**config.mk**
```make
export PLATFORM = sky130hd
export DESIGN_NAME = flash_cmd_status_protect
export DESIGN_NICKNAME = d
export VERILOG_FILES = /design/src/pkg/flash_pkg.sv /design/src/rtl/flash_cmd_status_protect.sv
export VERILOG_INCLUDE_DIRS = /design/src /design/src/pkg
export SDC_FILE = /design/constraint.sdc
export NUM_CORES = 1
export LEC_CHECK = 0
export ABC_AREA = 1
export CAP_MARGIN = 0
export CORE_ASPECT_RATIO = 1.25
export CORE_MARGIN = 4
export CORE_UTILIZATION = 58
export CTS_BUF_LIST = sky130_fd_sc_hd__clkbuf_8
export DETAILED_ROUTE_END_ITERATION = 8
export DONT_BUFFER_PORTS = 1
export GPL_TIMING_DRIVEN = 0
export PLACE_DENSITY_LB_ADDON = 0.25
export REMOVE_ABC_BUFFERS = 1
export SYNTH_ARGS = -nofsm -noshare
export SYNTH_HDL_FRONTEND = slang
export SYNTH_SLANG_ARGS = --single-unit
```
**constraint.sdc**
```tcl
create_clock -name hclk -period 1.9 [get_ports hclk]
set_input_delay 0.095 -clock hclk [delete_from_list [all_inputs] [get_ports hclk]]
set_output_delay 0.095 -clock hclk [all_outputs]
set_load 0.05 [all_outputs]
```
**src/pkg/flash_defs.svh**
```systemverilog
/*
  Constants of the flash command, status and protection block: register
  offsets, field positions, reset values, command codes and the key window.
  Assumes inclusion by bare name from the package and the design file.
*/
`ifndef FLASH_DEFS_SVH
`define FLASH_DEFS_SVH

// ************************************************************
// register byte offsets on the bus
// ************************************************************
`define OFS_CONFIG 8'h00
`define OFS_PROTECT 8'h04
`define OFS_STATUS 8'h08
`define OFS_COMMAND 8'h0C
`define OFS_CLKDIV 8'h10

// ************************************************************
// field positions
// ************************************************************
`define CFG_KEEP_MASK 8'hE0
`define CFG_KEY_WRITE_SELECT_BIT 5
`define ST_CBE_BIT 7
`define ST_CCF_BIT 6
`define ST_PVIOL_BIT 5
`define ST_ACCERR_BIT 4
`define ST_BLANK_BIT 2
`define DIV_LOADED_BIT 7
`define PROT_DIS_BIT 0

// ************************************************************
// reset values
// ************************************************************
`define CFG_RESET 8'h00
`define PROT_RESET 8'h00
`define DIV_RESET 7'h00

// ************************************************************
// command codes
// ************************************************************
`define CMD_BLANK 8'h05
`define CMD_BYTE_PROG 8'h20
`define CMD_BURST_PROG 8'h25
`define CMD_PAGE_ERASE 8'h40
`define CMD_MASS_ERASE 8'h41

// ************************************************************
// array geometry
// ************************************************************
`define KEY_BASE 16'hFFB0
`define KEY_SPAN 16'h0008
`define PAGE_BITS 9

`endif

```
**src/pkg/flash_pkg.sv**
```systemverilog
/*
  Types of the flash command, status and protection block.
  Assumes the defines header sits beside it on the include path.
*/
`include "flash_defs.svh"

package flash_pkg;

  // command sequence progress
  typedef enum logic [1:0] {
    SEQ_IDLE,
    SEQ_ADDR,
    SEQ_CMD
  } seq_t;

  // one command as handed to the array engine
  typedef struct packed {
    logic [7:0] cmd;
    logic [15:0] addr;
    logic [7:0] data;
  } eng_req_t;

  // one write to the backdoor key comparison logic
  typedef struct packed {
    logic [2:0] index;
    logic [7:0] data;
  } key_wr_t;

endpackage

```
**src/rtl/flash_cmd_status_protect.sv**
```systemverilog
/*
  Flash command, status and protection registers behind an AHB-Lite slave,
  with the command sequencer and a one-deep burst program buffer.
  Assumes the array engine, key comparator, debug port and stop logic all
  run on hclk; array writes arrive already decoded as one-cycle strobes.
*/
//
// Contract
// config bits 7:5 rw, 4:0 read zero
// key clear: key writes start commands
// key set: compare writes, array reads invalid
// protect register loaded from stored byte
// protect ignores bus writes, debug may write
// select field bounds unprotected low region
// disable bit turns all protection off
// status bits 3,1,0 read zero
// write one to buffer-empty launches command
// only burst program may be buffered
// complete flag tracks idle, ignores writes
// protected target sets violation, drops command
// access error on sequence, divider, stop
// blank flag set by clean blank check
// codes 05, 20, 25 decoded
// codes 40 page, 41 mass erase
// other codes raise access error
// divider write sets loaded, gates program
// reset leaves empty and complete set
`timescale 1ns/1ps
`include "flash_defs.svh"
module flash_cmd_status_protect
  import flash_pkg::*;
#(
  parameter int ADDR_W = 16
) (
  input wire logic hclk, // bus clock
  input wire logic hresetn, // async reset, active low
  input wire logic hsel, // slave select
  input wire logic [31:0] haddr, // byte address
  input wire logic [1:0] htrans, // transfer type
  input wire logic hwrite, // write when high
  input wire logic [2:0] hsize, // word only
  input wire logic [31:0] hwdata, // write data
  input wire logic hready, // bus ready
  output logic hreadyout, // slave ready
  output logic hresp, // always okay
  output logic [31:0] hrdata, // read data
  input wire logic arr_wr, // cpu write to flash array
  input wire logic [15:0] arr_wr_addr, // its address
  input wire logic [7:0] arr_wr_data, // its data
  input wire logic [7:0] stored_protect_byte, // nonvolatile protect copy
  input wire logic dbg_prot_wr, // debug write to protect
  input wire logic [7:0] dbg_prot_data, // debug data
  input wire logic stop_req, // stop mode entry pulse
  input wire logic eng_done, // engine finished command
  input wire logic eng_blank, // blank check found all erased
  output logic eng_start, // start pulse to engine
  output eng_req_t eng_req, // command for engine
  output logic eng_abort, // abort pulse on stop
  output logic key_wr, // key compare write pulse
  output key_wr_t key_wr_info, // key index and byte
  output logic array_read_invalid, // array reads return junk
  output logic [6:0] fclk_div // divider value
);
  // elaboration check: the page select field must stay seven bits wide
  if (ADDR_W - `PAGE_BITS != 7) begin
    $error("ADDR_W must leave a 7-bit page select field");
  end
  // ************************************************************
  // ahb-lite slave front end
  // ************************************************************
  logic wr_pend_r, rd_pend_r, ready_r;
  logic [7:0] wr_addr_r, rd_addr_r;
  logic [31:0] hrdata_r;
  wire logic addr_phase = hsel && htrans[1] && hready;
  wire logic wr_en = wr_pend_r;
  wire logic [7:0] wr_byte = hwdata[7:0];
  // reads get one wait state so back-to-back writes are always visible
  always_ff @(posedge hclk or negedge hresetn) begin
    if (!hresetn) begin
      wr_pend_r <= 1'b0;
      rd_pend_r <= 1'b0;
      ready_r <= 1'b1;
      wr_addr_r <= 8'h00;
      rd_addr_r <= 8'h00;
    end else begin
      wr_pend_r <= addr_phase && hwrite;
      rd_pend_r <= addr_phase && !hwrite;
      ready_r <= !(addr_phase && !hwrite);
      if (addr_phase) begin
        wr_addr_r <= haddr[7:0];
        rd_addr_r <= haddr[7:0];
      end
    end
  end
  // ************************************************************
  // register state
  // ************************************************************
  logic [7:0] cfg_r, cfg_nxt;
  logic [7:0] prot_r, prot_nxt;
  logic prot_loaded_r;
  logic [6:0] div_r, div_nxt;
  logic div_loaded_r, div_loaded_nxt;
  logic [7:0] cmd_r, cmd_nxt;
  logic pviol_r, pviol_nxt, accerr_r, accerr_nxt, blank_r, blank_nxt;
  seq_t seq_r, seq_nxt;
  eng_req_t pend_r, pend_nxt, buf_r, buf_nxt, req_r, req_nxt;
  logic busy_r, busy_nxt, run_burst_r, run_burst_nxt, buf_full_r, buf_full_nxt;
  logic start_r, start_nxt, abort_r, key_wr_r, hresp_r;
  key_wr_t key_info_r;
  // ************************************************************
  // decode
  // ************************************************************
  wire logic wr_cfg = wr_en && (wr_addr_r == `OFS_CONFIG);
  wire logic wr_stat = wr_en && (wr_addr_r == `OFS_STATUS);
  wire logic wr_cmd = wr_en && (wr_addr_r == `OFS_COMMAND);
  wire logic wr_div = wr_en && (wr_addr_r == `OFS_CLKDIV);
  wire logic key_write_select = cfg_r[`CFG_KEY_WRITE_SELECT_BIT];
  wire logic in_key_win = (arr_wr_addr >= `KEY_BASE) &&
                          (arr_wr_addr < (`KEY_BASE + `KEY_SPAN));
  wire logic key_hit = arr_wr && key_write_select && in_key_win;
  wire logic arr_cmd_wr = arr_wr && !key_hit;
  wire logic cbe = !buf_full_r && (!busy_r || run_burst_r);
  wire logic ccf = !busy_r && !buf_full_r;
  wire logic launch = wr_stat && wr_byte[`ST_CBE_BIT] && cbe;
  wire logic [7:0] lcmd = pend_r.cmd;
  wire logic is_blank = (lcmd == `CMD_BLANK);
  wire logic is_burst = (lcmd == `CMD_BURST_PROG);
  wire logic is_prog = (lcmd == `CMD_BYTE_PROG) || is_burst;
  wire logic is_page = (lcmd == `CMD_PAGE_ERASE);
  wire logic is_mass = (lcmd == `CMD_MASS_ERASE);
  wire logic code_ok = is_blank || is_prog || is_page || is_mass;
  wire logic prog_erase = is_prog || is_page || is_mass;
  wire logic [6:0] tgt_page = pend_r.addr[ADDR_W-1:`PAGE_BITS];
  wire logic prot_on = !prot_r[`PROT_DIS_BIT];
  // mass erase touches every page, so any active protection blocks it
  wire logic tgt_prot = prot_on && prog_erase &&
                        (is_mass || (tgt_page > prot_r[7:1]));
  wire logic seq_bad = (seq_r != SEQ_CMD) || !prot_loaded_r;
  wire logic div_bad = prog_erase && !div_loaded_r;
  wire logic bad_order = (busy_r && !is_burst) || (busy_r && !run_burst_r);
  wire logic launch_err = launch && (seq_bad || !code_ok || div_bad || bad_order);
  wire logic launch_viol = launch && !launch_err && tgt_prot;
  wire logic launch_ok = launch && !launch_err && !tgt_prot;
  wire logic stop_abort = stop_req && busy_r;
  wire logic seq_break = (arr_cmd_wr && (!cbe || seq_r != SEQ_IDLE)) ||
                         (wr_cmd && seq_r != SEQ_ADDR);
  // ************************************************************
  // control and register next state
  // ************************************************************
  always_comb begin
    cfg_nxt = wr_cfg ? (wr_byte & `CFG_KEEP_MASK) : cfg_r;
    prot_nxt = dbg_prot_wr ? dbg_prot_data : prot_r;
    div_nxt = wr_div ? wr_byte[6:0] : div_r;
    div_loaded_nxt = div_loaded_r || wr_div;
    cmd_nxt = wr_cmd ? wr_byte : cmd_r;
    seq_nxt = seq_r;
    pend_nxt = pend_r;
    buf_nxt = buf_r;
    req_nxt = req_r;
    busy_nxt = busy_r;
    run_burst_nxt = run_burst_r;
    buf_full_nxt = buf_full_r;
    start_nxt = 1'b0;
    blank_nxt = blank_r;
    // clear by writing one; a same-cycle set below wins
    pviol_nxt = pviol_r && !(wr_stat && wr_byte[`ST_PVIOL_BIT]);
    accerr_nxt = accerr_r && !(wr_stat && wr_byte[`ST_ACCERR_BIT]);
    // sequence: array write, then command write, then launch
    unique case (seq_r)
      SEQ_IDLE: begin
        if (arr_cmd_wr && cbe) begin
          seq_nxt = SEQ_ADDR;
          pend_nxt.addr = arr_wr_addr;
          pend_nxt.data = arr_wr_data;
        end
      end
      SEQ_ADDR: begin
        if (wr_cmd) begin
          seq_nxt = SEQ_CMD;
          pend_nxt.cmd = wr_byte;
        end
      end
      SEQ_CMD: begin
        if (launch) begin
          seq_nxt = SEQ_IDLE;
        end
      end
    endcase
    if (seq_break || launch_err) begin
      seq_nxt = SEQ_IDLE;
      accerr_nxt = 1'b1;
    end
    if (launch_viol) begin
      seq_nxt = SEQ_IDLE;
      pviol_nxt = 1'b1;
    end
    // engine completion: blank result, then buffered burst moves on
    if (eng_done && busy_r) begin
      if (req_r.cmd == `CMD_BLANK && eng_blank) begin
        blank_nxt = 1'b1;
      end
      if (buf_full_r) begin
        req_nxt = buf_r;
        start_nxt = 1'b1;
        buf_full_nxt = 1'b0;
      end else begin
        busy_nxt = 1'b0;
        run_burst_nxt = 1'b0;
      end
    end
    if (launch_ok) begin
      blank_nxt = 1'b0;
      if (!busy_nxt) begin
        req_nxt = pend_r;
        start_nxt = 1'b1;
        busy_nxt = 1'b1;
        run_burst_nxt = is_burst;
      end else begin
        buf_nxt = pend_r;
        buf_full_nxt = 1'b1;
      end
    end
    if (stop_abort) begin
      busy_nxt = 1'b0;
      run_burst_nxt = 1'b0;
      buf_full_nxt = 1'b0;
      start_nxt = 1'b0;
      accerr_nxt = 1'b1;
    end
  end
  // protect byte caught on the first edge after reset release
  always_ff @(posedge hclk or negedge hresetn) begin
    if (!hresetn) begin
      prot_r <= `PROT_RESET;
      prot_loaded_r <= 1'b0;
    end else if (!prot_loaded_r) begin
      prot_r <= stored_protect_byte;
      prot_loaded_r <= 1'b1;
    end else begin
      prot_r <= prot_nxt;
    end
  end
  // software-visible registers and flags
  always_ff @(posedge hclk or negedge hresetn) begin
    if (!hresetn) begin
      hresp_r <= 1'b0;
      cfg_r <= `CFG_RESET;
      div_r <= `DIV_RESET;
      div_loaded_r <= 1'b0;
      cmd_r <= 8'h00;
      pviol_r <= 1'b0;
      accerr_r <= 1'b0;
      blank_r <= 1'b0;
    end else begin
      hresp_r <= 1'b0; // no error answer exists on this slave
      cfg_r <= cfg_nxt;
      div_r <= div_nxt;
      div_loaded_r <= div_loaded_nxt;
      cmd_r <= cmd_nxt;
      pviol_r <= pviol_nxt;
      accerr_r <= accerr_nxt;
      blank_r <= blank_nxt;
    end
  end
  // sequencer, engine hand-off and key compare strobes
  always_ff @(posedge hclk or negedge hresetn) begin
    if (!hresetn) begin
      seq_r <= SEQ_IDLE;
      pend_r <= '0;
      buf_r <= '0;
      req_r <= '0;
      busy_r <= 1'b0;
      run_burst_r <= 1'b0;
      buf_full_r <= 1'b0;
      start_r <= 1'b0;
      abort_r <= 1'b0;
      key_wr_r <= 1'b0;
      key_info_r <= '0;
    end else begin
      seq_r <= seq_nxt;
      pend_r <= pend_nxt;
      buf_r <= buf_nxt;
      req_r <= req_nxt;
      busy_r <= busy_nxt;
      run_burst_r <= run_burst_nxt;
      buf_full_r <= buf_full_nxt;
      start_r <= start_nxt;
      abort_r <= stop_abort;
      // key comparison writes go straight out, one cycle later
      key_wr_r <= key_hit;
      if (key_hit) begin
        key_info_r <= '{index: arr_wr_addr[2:0], data: arr_wr_data};
      end
    end
  end
  // ************************************************************
  // read path
  // ************************************************************
  wire logic [7:0] stat_byte = {cbe, ccf, pviol_r, accerr_r, 1'b0, blank_r, 2'b00};
  logic [7:0] rd_byte;
  // unmapped offsets read zero
  always_comb begin
    unique case (rd_addr_r)
      `OFS_CONFIG: rd_byte = cfg_r;
      `OFS_PROTECT: rd_byte = prot_r;
      `OFS_STATUS: rd_byte = stat_byte;
      `OFS_COMMAND: rd_byte = cmd_r;
      `OFS_CLKDIV: rd_byte = {div_loaded_r, div_r};
      default: rd_byte = 8'h00;
    endcase
  end
  // read data caught in the wait state, held until the next read
  always_ff @(posedge hclk or negedge hresetn) begin
    if (!hresetn) begin
      hrdata_r <= 32'h0000_0000;
    end else if (rd_pend_r) begin
      hrdata_r <= {24'h00_0000, rd_byte};
    end
  end
  // ************************************************************
  // outputs
  // ************************************************************
  // each output is a flop or one bit of a flop, no extra copies
  assign hreadyout = ready_r;
  assign hresp = hresp_r;
  assign hrdata = hrdata_r;
  assign eng_start = start_r;
  assign eng_req = req_r;
  assign eng_abort = abort_r;
  assign key_wr = key_wr_r;
  assign key_wr_info = key_info_r;
  assign array_read_invalid = cfg_r[`CFG_KEY_WRITE_SELECT_BIT];
  assign fclk_div = div_r;
endmodule

```
==> flow_metrics.py <==
metrics = {
    "floorplanning": {
        "die_h_um": 137,
        "fp.dieW_um": 111,
        "start_util_pct": 60.1,
        "ioPinCount": 207,
        "fp-row-count": 46,
        "die_area_um2": 15300,
        "core_area_um2": 12900,
    },
    "cts": {
        "cts_tree": "done",
        "worstSkewPairLatency_ps": 470,
        "root_buffer": "clkbuf_8",
        "numCtsBuffers": 17,
        "clock_path_buffers": 2,
        "htree_num_levels": 4,
        "cts_sinks": 165,
        "path_clk_slew_ps": 100,
    },
    "routing": {
        "wl_met1_mm": 8.38,
        "drc": 0,
        "ant_nets": 0,
        "initialDrtViolationCount": 559,
        "vias": 6747,
        "wl_per_cell_um": 20.0,
        "met3_length_mm": 1.71,
        "wirelength_mm": 23.8,
        "dr_wl_met2_mm": 12.4,
        "top_layer": "met4",
        "vias_per_cell": 5.68,
        "dr.pass1.iters": 8,
    },
    "layout": {
        "final_cells": 1188,
        "finalCoreUtilization_pct": 76.1,
        "fin_nets": 1135,
        "multi_input_area_um2": 3380,
        "drive_gt1_share_pct": 23.6,
        "num-fill-cells": 855,
        "areaGrowthSynthToFinish_pct": 26.7,
        "seq_area_um2": 4130,
    },
    "setup_path": {
        "path_cells": "inv_1 -> ha_1 -> nand3_2 -> nand2_1 -> nand2_2 -> nand2_2 -> nand2_2 -> a21oi_4 -> buf_6 -> nand3_4 -> inv_1 -> nor2_1 -> nor2_1 -> nor2_1",
        "cpMaxStageDelayCell": "dfrtp_1",
        "crit_fanout": 5,
        "r2r_start": "prot_r[2]",
        "slowest_delay_ps": 370,
        "startpoint": "prot_r[2]",
        "crit_cells": 14,
        "cp_data_arrival_time_ps": 2620,
        "crit_type": "reg2reg",
        "rr_worst_depth": 14,
        "crit_family": "simple AND/OR/NAND/NOR gates",
        "required_ps": 2250,
        "r2r-end": "seq_r[1]",
        "end_kind": "register",
        "reg2reg_slack_ps": -370,
        "critPathLaunchType": "register",
        "crit_buf_inv": 3,
        "critPathCapture": "seq_r[1]",
    },
    "pwr": {
        "leakage_nw": 4.77,
        "vdd_drop_max_mv": 0.626,
        "p_total_w": 0.00896,
        "power_density_nw_per_um2": 913,
    },
    "synth": {
        "ys.flop_type": "dfrtp_1",
        "netlist.area_leader.share_pct": 53.0,
        "synth.largest_area_cell": "dfrtp_1",
        "synthTopCellsByArea": "dfrtp_1 (53%), nand2_1 (12%), o21ai_0 (6.5%)",
        "synth-edff-count": 0,
        "synth_most_common_cell": "nand2_1",
        "ys_seq_elements": 165,
        "yosysSeqAreaShare_pct": 53.3,
        "synth_warnings": 0,
        "ys_async_sr_fraction_pct": 100,
        "yosysUniqueCellTypes": 44,
        "syn_area_per_cell_um2": 8.76,
        "syn_inst": 884,
        "synth_common_cells": "nand2_1 (252), dfrtp_1 (164), inv_1 (108)",
        "syn_area_um2": 7740,
    },
    "timing": {
        "min_period_ps": 2270,
        "fin_crit_sh_pct": 120,
        "setup_viol": 72,
        "finClkSkew_ps": 18.7,
        "slew_headroom_pct": 59.7,
        "drv_slew": 0,
        "rsz0062_at_grt": "true",
        "hold_viol": 165,
        "holdWs_ps": -688,
        "worst_slack_ps": -372,
        "fmax_mhz": 440,
        "max_slew.worst_pin.slew_ps": 605,
    },
    "placed_design": {
        "portBuffers": 0,
        "dpl_worst_slack_ps": -1640,
        "dp_hpwl_mm": 12.1,
        "place_inst": 1021,
        "place.gp.congestion": 0.860,
    },
    "global_route": {
        "grt_start_max_net_pins": 166,
        "grt_pass1_wl_mm": 35.9,
        "antenna_found_initial": 2,
        "overflow": 0,
        "grt_pass1_vias": 6897,
        "grtUsageTotal_pct": 30.2,
    },
    "run_status": {
        "violations": "hold timing, setup timing",
        "status": "finished with violations",
    },
    "job": {
        "max_cap_viol_count": 0,
    },
    "worst_hold_path": {
        "hp-class": "in2async",
    },
}
## cells in the final DEF (no fill, tap or decap), drive strengths merged, types with 18 or more instances in the layout
cell type    synthesis  final
dlygate4sd3          0     65
inv                114    118
dfrtp              164    164
nand3               25     27
nor2                45     49
conb                 2     26
clkbuf              15     18
buf                 41     58
a21oi               25     26
o21ai              132    132
nand2              258    260
## worst min path at each step
stage | start | end | slack (ps) | cells after the start
finish | hresetn | eng_req[8] | -690 | 0
CTS | hresetn | eng_req[14] | -700 | 0
floorplan | hresetn | accerr_r | -200 | 0
global placement | hresetn | eng_req[14] | -200 | 0
detailed placement | hresetn | eng_req[8] | -200 | 0
global route | hresetn | eng_req[16] | -720 | 0
## layer usage
| metal | up-vias | GRT usage [%] |
|---|---|---|
| met1 | 3281 | 32.8 |
| met2 | 345 | 54.2 |
| met4 | 0 | 16.1 |
| met5 | - | 0 |
| li1 | 3020 | - |
| met3 | 101 | 8.13 |
## report_power, final
part	switching [W]	internal (W)
logic	0.00111	0.000839
clock network	0.00141	0.00135
registers	0.000393	0.00386
total	0.00291	0.00605
## cell type report
| type | count | area share, % |
|---|---|---|
| antenna | 2 | 0.0510 |
| multi-input combinational | 581 | 34.5 |
| timing repair inverter | 1 | 0.0765 |
| sequential | 165 | 42.1 |
| tap | 168 | 2.14 |
| clock inverter | 14 | 1.79 |
| timing repair buffer | 123 | 12.2 |
| inverter | 116 | 4.57 |
| clock buffer | 18 | 2.53 |
## state kept, by name, indices dropped and copies added, names as in the netlist, 2 cells and up
signal / cells
buf_r: 32
pend_r: 24
rd_addr_r: 8
cmd_r: 8
cfg_r: 3
hrdata: 8
fclk_div: 7
seq_r: 2
eng_req: 32
key_wr_info: 11
lcmd: 8
prot_r: 8
## through the flow
stage | setup TNS [ps] | cell area [µm²]
global route | -19200 | 9810
global placement | -79910 | 7670
finish | -17380 | 9810
detailed placement | -77580 | 7690
CTS | -5380 | 9540
floorplan | -17690 | 7460
## repair_timing
item / CTS / global route
hold buffers: 64 / 1
buffers inserted: 48 / 10
cloned: 12 / 0
resized for setup: 78 / 46
setup endpoints to repair: 113 / 97
pin swaps: 19 / 21
hold endpoints to repair: 252 / 166
## kinds of logic (layout without fill, tap and decap cells)
| family | count (synthesis) | in the layout | synth area share, % |
|---|---|---|---|
| adders and majority gates | 11 | 11 | 1.78 |
| other | 2 | 28 | 0.0970 |
| AOI/OAI and AO/OA | 175 | 176 | 13.2 |
| buffers and inverters | 172 | 272 | 10.4 |
| muxes | 16 | 16 | 2.33 |
| and+or+nand+nor | 343 | 352 | 18.8 |
| DFF | 165 | 165 | 53.3 |
Note: power is estimated with default switching activity, not from simulation.
